### src/logic/rtac_pkg.sv
// Constants for the retimer address and rate configuration block
package rtac_pkg;

  // ****************************************
  // Bus addressing
  // ****************************************
  localparam logic [6:0] RTAC_ADDR_BASE = 7'h18;
  localparam logic [6:0] RTAC_ADDR_RST = 7'h18;
  localparam int RTAC_STRAP_W = 4;
  localparam int RTAC_RW_BIT = 0;
  localparam logic RTAC_DIR_WRITE = 1'b0;
  localparam logic RTAC_DIR_READ = 1'b1;

  // ****************************************
  // Register offsets and reset values
  // ****************************************
  localparam logic [7:0] RTAC_OFS_STD_SEL = 8'h2f;
  localparam logic [7:0] RTAC_OFS_G0_LO = 8'h60;
  localparam logic [7:0] RTAC_OFS_G0_HI = 8'h61;
  localparam logic [7:0] RTAC_OFS_G1_LO = 8'h62;
  localparam logic [7:0] RTAC_OFS_G1_HI = 8'h63;
  localparam logic [7:0] RTAC_OFS_TOL = 8'h64;
  localparam logic [7:0] RTAC_RST_STD_SEL = 8'h00;
  localparam logic [7:0] RTAC_RST_COUNT = 8'h00;
  localparam logic [7:0] RTAC_RST_TOL = 8'h00;
  localparam logic [7:0] RTAC_UNMAPPED_RD = 8'h00;

  // ****************************************
  // Field positions
  // ****************************************
  localparam int RTAC_STD_NIB_LSB = 4;
  localparam int RTAC_MANUAL_BIT = 7;
  localparam int RTAC_TOL_G0_LSB = 0;
  localparam int RTAC_TOL_G1_LSB = 4;
  localparam int RTAC_COUNT_W = 15;

  // ****************************************
  // Divider ratio masks {8,4,2,1}
  // ****************************************
  localparam logic [3:0] RTAC_DIV_1 = 4'h1;
  localparam logic [3:0] RTAC_DIV_2 = 4'h2;
  localparam logic [3:0] RTAC_DIV_8 = 4'h8;
  localparam logic [3:0] RTAC_DIV_124 = 4'h7;
  localparam logic [3:0] RTAC_DIV_24 = 4'h6;
  localparam logic [3:0] RTAC_DIV_14 = 4'h5;
  localparam logic [3:0] RTAC_DIV_1248 = 4'hf;

  // ****************************************
  // Standard-select upper nibble codes
  // ****************************************
  localparam logic [3:0] RTAC_STD_AUTO_ETH = 4'h0;
  localparam logic [3:0] RTAC_STD_FC = 4'h1;
  localparam logic [3:0] RTAC_STD_IB = 4'h2;
  localparam logic [3:0] RTAC_STD_4 = 4'h4;
  localparam logic [3:0] RTAC_STD_SONET = 4'h5;
  localparam logic [3:0] RTAC_STD_6 = 4'h6;
  localparam logic [3:0] RTAC_STD_RATE_A = 4'h7;
  localparam logic [3:0] RTAC_STD_RATE_B = 4'h8;
  localparam logic [3:0] RTAC_STD_A = 4'ha;
  localparam logic [3:0] RTAC_STD_C = 4'hc;
  localparam logic [3:0] RTAC_STD_D = 4'hd;

  // ****************************************
  // Serial slave states
  // ****************************************
  typedef enum logic [8:0] {
    RTAC_ST_IDLE = 9'h001,
    RTAC_ST_ADDR = 9'h002,
    RTAC_ST_AACK = 9'h004,
    RTAC_ST_PTR = 9'h008,
    RTAC_ST_PACK = 9'h010,
    RTAC_ST_WR = 9'h020,
    RTAC_ST_WACK = 9'h040,
    RTAC_ST_RD = 9'h080,
    RTAC_ST_RACK = 9'h100
  } rtac_state_t;

endpackage

### src/logic/rtac_config.sv
// Address strap capture, serial register slave and rate configuration
`timescale 1ns/1ps
`default_nettype none

// Function
// - Capture strap levels once after power-up; keep that address until next power-up.
// - Seven-bit address is 0x18 plus strap value, sixteen addresses in all.
// - Lowest bit of address byte selects write (0) or read (1).
// - Slave mode with load gate high: ignore straps, answer write address 0x30.
// - After capture, all configuration registers are readable and writable over serial bus.
// - Standard-select value restricts the coarse tuning search to that standard's set.
// - Selected standard limits the divider to its allowed ratios.
// - Upper nibble zero selects divider and tuning automatically for 10.3125/1.25 rates.
// - Shared-VCO standards switch divider ratios without register changes.
// - Expected count and tolerance decide whether valid frequency lock exists.
// - Two count groups at 0x60/0x61 and 0x62/0x63, per-group tolerances at 0x64.
// - Combined ethernet mode uses divide ratio 8 for the 1.25 Gb/s group.
// - Count low byte in lower register, high bits 6:0 above, bit 7 manual flag.
// - Tolerance register holds two four-bit tolerances, one per nibble.
module rtac_config
  import rtac_pkg::*;
(
  input wire logic clk_i,
  input wire logic rst_i,
  input wire logic [RTAC_STRAP_W-1:0] addr_strap_inputs_i,
  input wire logic bus_mode_select_pin_i,
  input wire logic load_gate_i,
  input wire logic serial_clock_line_i,
  input wire logic sda_i,
  output logic sda_o,
  output logic sda_oe_o,
  input wire logic meas_valid_i,
  input wire logic meas_group_i,
  input wire logic [RTAC_COUNT_W-1:0] meas_count_i,
  output logic [6:0] slave_addr_o,
  output logic [3:0] tune_set_o,
  output logic auto_rate_o,
  output logic [3:0] div_group0_o,
  output logic [3:0] div_group1_o,
  output logic [1:0] count_manual_o,
  output logic freq_lock_o
);

  // ****************************************
  // Address capture
  // ****************************************
  logic cap_done_q;
  logic [6:0] slave_addr_q;

  always_ff @(posedge clk_i)
  begin
    if (rst_i)
    begin
      cap_done_q <= 1'b0;
      slave_addr_q <= RTAC_ADDR_RST;
    end
    else if (!cap_done_q)
    begin
      cap_done_q <= 1'b1;
      if (bus_mode_select_pin_i && load_gate_i)
        slave_addr_q <= RTAC_ADDR_BASE;
      else
        slave_addr_q <= RTAC_ADDR_BASE + {3'h0, addr_strap_inputs_i};
    end
  end

  assign slave_addr_o = slave_addr_q;

  // ****************************************
  // Serial line edges
  // ****************************************
  logic scl_q, sda_q;
  logic scl_rise, scl_fall, bus_start, bus_stop;

  always_ff @(posedge clk_i)
  begin
    if (rst_i)
    begin
      scl_q <= 1'b1;
      sda_q <= 1'b1;
    end
    else
    begin
      scl_q <= serial_clock_line_i;
      sda_q <= sda_i;
    end
  end

  assign scl_rise = serial_clock_line_i && !scl_q;
  assign scl_fall = !serial_clock_line_i && scl_q;
  assign bus_start = serial_clock_line_i && scl_q && sda_q && !sda_i;
  assign bus_stop = serial_clock_line_i && scl_q && !sda_q && sda_i;

  // ****************************************
  // Register file
  // ****************************************
  logic [7:0] std_q, g0_lo_q, g0_hi_q, g1_lo_q, g1_hi_q, tol_q;
  logic [7:0] ptr_q, shift_q, rdata;
  logic [7:0] byte_in;
  logic wr_en;

  assign byte_in = {shift_q[6:0], sda_i};

  always_comb
  begin
    unique case (ptr_q)
      RTAC_OFS_STD_SEL: rdata = std_q;
      RTAC_OFS_G0_LO: rdata = g0_lo_q;
      RTAC_OFS_G0_HI: rdata = g0_hi_q;
      RTAC_OFS_G1_LO: rdata = g1_lo_q;
      RTAC_OFS_G1_HI: rdata = g1_hi_q;
      RTAC_OFS_TOL: rdata = tol_q;
      default: rdata = RTAC_UNMAPPED_RD;
    endcase
  end

  always_ff @(posedge clk_i)
  begin
    if (rst_i)
    begin
      std_q <= RTAC_RST_STD_SEL;
      g0_lo_q <= RTAC_RST_COUNT;
      g0_hi_q <= RTAC_RST_COUNT;
      g1_lo_q <= RTAC_RST_COUNT;
      g1_hi_q <= RTAC_RST_COUNT;
      tol_q <= RTAC_RST_TOL;
    end
    else if (wr_en)
    begin
      unique case (ptr_q)
        RTAC_OFS_STD_SEL: std_q <= byte_in;
        RTAC_OFS_G0_LO: g0_lo_q <= byte_in;
        RTAC_OFS_G0_HI: g0_hi_q <= byte_in;
        RTAC_OFS_G1_LO: g1_lo_q <= byte_in;
        RTAC_OFS_G1_HI: g1_hi_q <= byte_in;
        RTAC_OFS_TOL: tol_q <= byte_in;
        default: ;
      endcase
    end
  end

  // ****************************************
  // Serial slave
  // ****************************************
  rtac_state_t st_q;
  logic [2:0] cnt_q;
  logic ack_ph_q, rw_q, nack_q, sda_out_q;

  assign wr_en = (st_q == RTAC_ST_WR) && scl_rise && (cnt_q == 3'h7);

  always_ff @(posedge clk_i)
  begin
    if (rst_i)
    begin
      st_q <= RTAC_ST_IDLE;
      cnt_q <= 3'h0;
      ack_ph_q <= 1'b0;
      rw_q <= 1'b0;
      nack_q <= 1'b0;
      ptr_q <= 8'h00;
      shift_q <= 8'h00;
      sda_oe_o <= 1'b0;
    end
    else if (bus_start && cap_done_q)
    begin
      st_q <= RTAC_ST_ADDR;
      cnt_q <= 3'h0;
      sda_oe_o <= 1'b0;
    end
    else if (bus_stop)
    begin
      st_q <= RTAC_ST_IDLE;
      sda_oe_o <= 1'b0;
    end
    else
    begin
      unique case (st_q)
        RTAC_ST_IDLE: ;
        RTAC_ST_ADDR, RTAC_ST_PTR, RTAC_ST_WR:
          if (scl_rise)
          begin
            shift_q <= byte_in;
            cnt_q <= cnt_q + 3'h1;
            ack_ph_q <= 1'b0;
            if (cnt_q == 3'h7)
            begin
              if (st_q == RTAC_ST_ADDR)
              begin
                rw_q <= sda_i;
                st_q <= (shift_q[6:0] == slave_addr_q) ? RTAC_ST_AACK : RTAC_ST_IDLE;
              end
              else if (st_q == RTAC_ST_PTR)
              begin
                ptr_q <= byte_in;
                st_q <= RTAC_ST_PACK;
              end
              else
              begin
                ptr_q <= ptr_q + 8'h01;
                st_q <= RTAC_ST_WACK;
              end
            end
          end
        RTAC_ST_AACK, RTAC_ST_PACK, RTAC_ST_WACK:
          if (scl_fall)
          begin
            ack_ph_q <= 1'b1;
            sda_oe_o <= !ack_ph_q;
            if (ack_ph_q)
            begin
              cnt_q <= 3'h0;
              if (st_q == RTAC_ST_AACK && rw_q == RTAC_DIR_READ)
              begin
                st_q <= RTAC_ST_RD;
                shift_q <= rdata;
                sda_oe_o <= !rdata[7];
              end
              else
                st_q <= (st_q == RTAC_ST_AACK) ? RTAC_ST_PTR : RTAC_ST_WR;
            end
          end
        RTAC_ST_RD:
          if (scl_fall)
          begin
            if (cnt_q == 3'h7)
            begin
              sda_oe_o <= 1'b0;
              st_q <= RTAC_ST_RACK;
            end
            else
            begin
              cnt_q <= cnt_q + 3'h1;
              shift_q <= {shift_q[6:0], 1'b0};
              sda_oe_o <= !shift_q[6];
            end
          end
        RTAC_ST_RACK:
          if (scl_rise)
          begin
            nack_q <= sda_i;
            if (!sda_i)
              ptr_q <= ptr_q + 8'h01;
          end
          else if (scl_fall)
          begin
            cnt_q <= 3'h0;
            if (nack_q)
              st_q <= RTAC_ST_IDLE;
            else
            begin
              st_q <= RTAC_ST_RD;
              shift_q <= rdata;
              sda_oe_o <= !rdata[7];
            end
          end
      endcase
    end
  end

  // Open-drain line only ever pulls low
  always_ff @(posedge clk_i)
  begin
    sda_out_q <= 1'b0;
  end

  assign sda_o = sda_out_q;

  // ****************************************
  // Rate selection and lock judgement
  // ****************************************
  logic [3:0] std_nib;
  logic [3:0] div0_d, div1_d;

  assign std_nib = std_q[RTAC_STD_NIB_LSB +: 4];

  always_comb
  begin
    div0_d = RTAC_DIV_1;
    div1_d = RTAC_DIV_1;
    unique case (std_nib)
      RTAC_STD_AUTO_ETH: div0_d = RTAC_DIV_8;
      RTAC_STD_FC: div0_d = RTAC_DIV_124;
      RTAC_STD_IB:
      begin
        div0_d = RTAC_DIV_124;
        div1_d = RTAC_DIV_124;
      end
      RTAC_STD_4:
      begin
        div0_d = RTAC_DIV_24;
        div1_d = RTAC_DIV_24;
      end
      RTAC_STD_SONET:
      begin
        div0_d = RTAC_DIV_14;
        div1_d = RTAC_DIV_14;
      end
      RTAC_STD_6:
      begin
        div0_d = RTAC_DIV_1248;
        div1_d = RTAC_DIV_1248;
      end
      RTAC_STD_A:
      begin
        div0_d = RTAC_DIV_2;
        div1_d = RTAC_DIV_2;
      end
      default: ;
    endcase
  end

  logic [RTAC_COUNT_W-1:0] exp_cnt, diff;
  logic [3:0] tol_sel;

  assign exp_cnt = meas_group_i ? {g1_hi_q[6:0], g1_lo_q} : {g0_hi_q[6:0], g0_lo_q};
  assign tol_sel = meas_group_i ? tol_q[RTAC_TOL_G1_LSB +: 4] : tol_q[RTAC_TOL_G0_LSB +: 4];
  assign diff = (meas_count_i >= exp_cnt) ? meas_count_i - exp_cnt : exp_cnt - meas_count_i;

  always_ff @(posedge clk_i)
  begin
    if (rst_i)
    begin
      tune_set_o <= 4'h0;
      auto_rate_o <= 1'b0;
      div_group0_o <= RTAC_DIV_1;
      div_group1_o <= RTAC_DIV_1;
      count_manual_o <= 2'h0;
      freq_lock_o <= 1'b0;
    end
    else
    begin
      tune_set_o <= std_nib;
      auto_rate_o <= (std_nib == RTAC_STD_AUTO_ETH);
      div_group0_o <= div0_d;
      div_group1_o <= div1_d;
      count_manual_o <= {g1_hi_q[RTAC_MANUAL_BIT], g0_hi_q[RTAC_MANUAL_BIT]};
      if (meas_valid_i)
        freq_lock_o <= (diff <= {11'h000, tol_sel});
    end
  end
endmodule // rtac_config

`default_nettype wire

### config.mk
export PLATFORM = sky130hd
export DESIGN_NAME = rtac_config
export DESIGN_NICKNAME = d
export VERILOG_FILES = /design/src/logic/rtac_pkg.sv /design/src/logic/rtac_config.sv
export SDC_FILE = /design/constraint.sdc
export NUM_CORES = 1
export LEC_CHECK = 0
export BUFFER_PORTS_ARGS = -buffer_cell sky130_fd_sc_hd__buf_2
export CAP_MARGIN = 20
export CORE_ASPECT_RATIO = 1.4
export CORE_MARGIN = 4
export CORE_UTILIZATION = 55
export DETAILED_ROUTE_END_ITERATION = 10
export GPL_TIMING_DRIVEN = 0
export PLACE_DENSITY = 0.8
export SETUP_SLACK_MARGIN = 0.1
export SLEW_MARGIN = 20
export SYNTH_ARGS = -nofsm -noshare
export SYNTH_HDL_FRONTEND = slang
export SYNTH_SLANG_ARGS = --single-unit
### constraint.sdc
create_clock -name clk_i -period 7.05 [get_ports clk_i]
set_input_delay 0.3525 -clock clk_i [delete_from_list [all_inputs] [get_ports clk_i]]
set_output_delay 0.3525 -clock clk_i [all_outputs]
set_load 0.03 [all_outputs]
==> out/results.tsv <==
stage	metric	value	unit
status	status	complete, no violations	
timing	Final Skew	9.688	ps
yosys	flops & latches, synth	103	
route	final wirelength	17920	microns
cts	CTS tree	yes	
yosys	register area share after synthesis	0.3141	
critical_path	CP bufs+invs	4	
final_layout	fraction of layout cells with a size suffix above 1	0.1161	
critical_path	r2r worst-path depth	20	
cts	CTS buffer count	9	
yosys	library cells used by synthesis	70	
route	routed len/inst	17.83	microns
global_routing	initial antenna violation count	0	
critical_path	CP peak stage delay	690	ps
yosys	FFs w/ async S/R, synth	0	
critical_path	setup slack, reg-to-reg	1770	ps
global_routing	vias in the first global route	5969	
critical_path	worst path cell trace	clkbuf_1 -> buf_1 -> mux2i_1 -> inv_1 -> ha_1 -> nand2b_1 -> a211oi_2 -> nor3_1 -> o31ai_4 -> buf_2 -> mux2i_1 -> xnor2_1 -> ha_1 -> o21ai_0 -> a21oi_1 -> o21ai_0 -> nand2_1 -> nor4_1 -> nand3_1 -> a32oi_1 -> nand4_1 -> o21ai_1	
timing	crit path time final	6302	ps
timing	RSZ-0062 raised after global routing	false	
yosys	Post-synth EDFFs	0	
placed_design	area of placed instances	6984	sq um
critical_path	Setup CP Type	input port to register	
floorplanning	# IOs	52	
timing	hold slack final	215.7	ps
final_layout	fin util	0.6322	
critical_path	Worst EP arrival	6590	ps
route	DRC viols	0	
critical_path	critical path depth	22	
final_layout	final-layout fill cell count	1016	
timing	Setup TNS	0	ps
floorplanning	Die Ht	137.3	microns
floorplanning	Core Box Area	11510	sq um
route	Via Count	6093	
flow_run	maxcap violations	0	
final_layout	Final Non-Filler Cells	1005	
yosys	Yosys warning count	0	
cts	CTS Sinks	103	
route	Initial DRT Pass Iterations	5	
route	Post-DRT Antenna Nets	0	
cts	Worst-path clk slew	70	ps
global_routing	first-pass GRT wire length	29170	microns
critical_path	Worst R2R Start	g1_lo_q[1]$_SDFFE_PP0P_	
hold_path	worst hold stages	2	
power	maximum VDD drop	0.1457	mV
yosys	Mapped Area	6565	sq um
critical_path	Setup crit start kind	input port	
floorplanning	Site Rows	46	
yosys	Syn Area/Cell	8.227	sq um
placed_design	GP Congestion	0.9700	
cts	Root Buffer	clkbuf_16	
yosys	post-synth top area share	0.3141	
cts	Bufs on Longest Clock Path	2	
timing	Slew Viols, Final	0	
critical_path	worst-path maximum fanout	10	
hold_path	startpoint of the worst hold path	serial_clock_line_i	
route	Initial DRC Count	579	
cts	H-tree level count	3	
timing	Fmax	0.1587	GHz
yosys	dominant cell type by area after synthesis	dfxtp_1	
final_layout	Final Instance Area	7277	sq um
final_layout	Area Growth Syn to Fin	10.84	%
critical_path	crit end category	register	
yosys	synthesized instance count	798	
critical_path	Required @ worst endpoint	7340	ps
cts	Hold-fix buffers, CTS	0	
timing	Least-Margin Pin Slew	1187	ps
global_routing	largest net degree at the start of global routing	17	
route	DR vias/cell	6.063	
cts	clk_lat worst skew	350	ps
cts	post-CTS setup buffers	0	
placed_design	half-perimeter wire length after placement	13300	microns
final_layout	Antenna Cells	0	
yosys	top cells by area, synth	dfxtp_1 (31%), mux2i_1 (13%), ha_1 (7.4%), nor2_1 (6.2%), a21oi_1 (3.7%)	
timing	crit share post-route	0.8939	
timing	Max-slew headroom	0.2025	
placed_design	Cells after DPL	990	
hold_path	Min-Delay Path Class	input port to register	
floorplanning	Die Wd	100.3	microns
timing	Final Setup Violations	0	
critical_path	Slowest cell on crit path	buf_1	
yosys	top_reg_cell synth	dfxtp_1	
timing	Fin. Hold Viols	0	
placed_design	IO buf count	47	
power	PwrDens	167.6	nW/um^2
final_layout	final net count	925	
critical_path	CP startpoint	meas_group_i	
critical_path	reg2reg end	freq_lock_o$_SDFFE_PP0P_	
global_routing	gr usage total	0.2662	
cts	Post-CTS Resized	0	
floorplanning	Die Area	13770	sq um
power	Leakage Power	2.918	nW
critical_path	delay-heaviest family, CP	compound AO/OA/AOI/OAI gates	
hold_path	hold endpoint	ack_ph_q$_SDFFE_PP0P_	
global_routing	gr ovfl total	0	
floorplanning	initial core utilization	0.5703	
[cell usage after synthesis (6+ instances only)]
cell and count:
a21oi_1 49, xnor2_1 8, a21o_1 6, nand2b_1 9, clkbuf_1 37, nor2b_1 10
nand4_1 14, nand2_1 56, nor3_1 14, nand3_1 13, a311o_1 8, or2_2 6
buf_1 6, and2_1 8, mux2i_1 82, buf_2 6, o21ai_0 26, a211oi_1 13
a22oi_1 12, a221oi_1 8, nor2_1 109, a22o_1 8, inv_1 47, dfxtp_1 103
and3_1 8, ha_1 39
[registers in the layout (all words and copies together), names as in the netlist, 2 cells and up]
name and count:
shift_q 7, slave_addr_o 5, g0_hi_q 8, st_q 9, std_q 8, g1_lo_q 8
count_manual_o 2, tune_set_o 4, div_group1_o 4, div_group0_o 4, tol_q 8, g1_hi_q 8
g0_lo_q 8, ptr_q 8, cnt_q 3
[cell usage in the layout, fill, tap and decap left out, drive strengths merged, types with 6 or more instances in the layout]
| cell type | netlist | final |
|---|---|---|
| or3 | 6 | 6 |
| nand2b | 9 | 9 |
| a22o | 8 | 8 |
| o21ai | 28 | 28 |
| nor3 | 14 | 14 |
| or2 | 6 | 6 |
| nor2 | 110 | 110 |
| ha | 39 | 39 |
| inv | 47 | 49 |
| a211oi | 14 | 14 |
| buf | 18 | 65 |
| a21oi | 50 | 50 |
| a221oi | 8 | 8 |
| nand2 | 56 | 56 |
| mux2i | 82 | 82 |
| xnor2 | 8 | 8 |
| nand3 | 13 | 13 |
| clkbuf | 37 | 47 |
| nor2b | 10 | 10 |
| dfxtp | 103 | 103 |
| nand4 | 14 | 14 |
| nor4 | 6 | 6 |
| and3 | 8 | 8 |
| a21o | 6 | 6 |
| and2 | 8 | 8 |
| a311o | 8 | 8 |
| a22oi | 12 | 12 |
[report_power, final]
| group | internal (mW) | switching [mW] |
|---|---|---|
| clock | 0.275 | 0.223 |
| sequential | 0.585 | 0.00354 |
| combinational | 0.0490 | 0.0839 |
| total | 0.909 | 0.311 |
[worst max path at each step]
stage | end
after detailed placement | freq_lock_o$_SDFFE_PP0P_
after floorplan | freq_lock_o$_SDFFE_PP0P_
after global placement | freq_lock_o$_SDFFE_PP0P_
after global routing | freq_lock_o$_SDFFE_PP0P_
after CTS | freq_lock_o$_SDFFE_PP0P_
final | freq_lock_o$_SDFFE_PP0P_
[cell families after synthesis]
logic type,count (synthesis),share of synthesized area
AO/OA/AOI/OAI,173,0.1847
buffers and inverters,102,0.06404
other,1,0.0005712
adder cells (fa/ha/maj),41,0.08043
XOR/XNOR,13,0.01734
flip-flops,103,0.3141
multiplexers,87,0.1336
AND/OR/NAND/NOR,278,0.2053
[area by class of cell]
| cell class | instances | area, sq um | share of cell area |
|---|---|---|---|
| Clock buffer | 10 | 229.0 | 0.03146 |
| Sequential cell | 103 | 2062 | 0.2834 |
| Inverter | 47 | 176.4 | 0.02424 |
| Buffer | 55 | 244.0 | 0.03353 |
| Clock inverter | 5 | 57.56 | 0.007909 |
| Multi-Input combinational cell | 594 | 4093 | 0.5624 |
| Tap cell | 144 | 180.2 | 0.02476 |
| Timing Repair Buffer | 47 | 235.2 | 0.03232 |
[routing by layer]
metal | part of all wire | global-route usage | wire [microns] | up-vias
met5 | 0 | 0 | 0 | -
met2 | 0.50 | 0.4716 | 9022 | 237
met3 | 0.058 | 0.04002 | 1046 | 69
met1 | 0.38 | 0.2994 | 6864 | 2845
li1 | - | - | - | 2942
met4 | 0.055 | 0.1566 | 990 | 0
[through the flow]
step	total power, mW	setup slack [ps]
2_1_floorplan	0.6948	1695
3_3_place_gp	0.7315	472.9
3_5_place_dp	0.7328	469.1
4_1_cts	1.221	816.4
5_1_grt	1.257	276.5
6_report	1.220	748.2
[worst register-to-register path, delay by kind of cell (launching register included)]
| family | cells | cell delay (ps) |
|---|---|---|
| muxes | 2 | 610 |
| adders and majority gates | 2 | 620 |
| DFF | 1 | 330 |
| AOI/OAI and AO/OA | 7 | 1740 |
| and+or+nand+nor | 6 | 1260 |
| buffers and inverters | 2 | 510 |
| xor gates and xnor gates | 1 | 150 |
No activity file was read; power rests on OpenSTA's default activity.
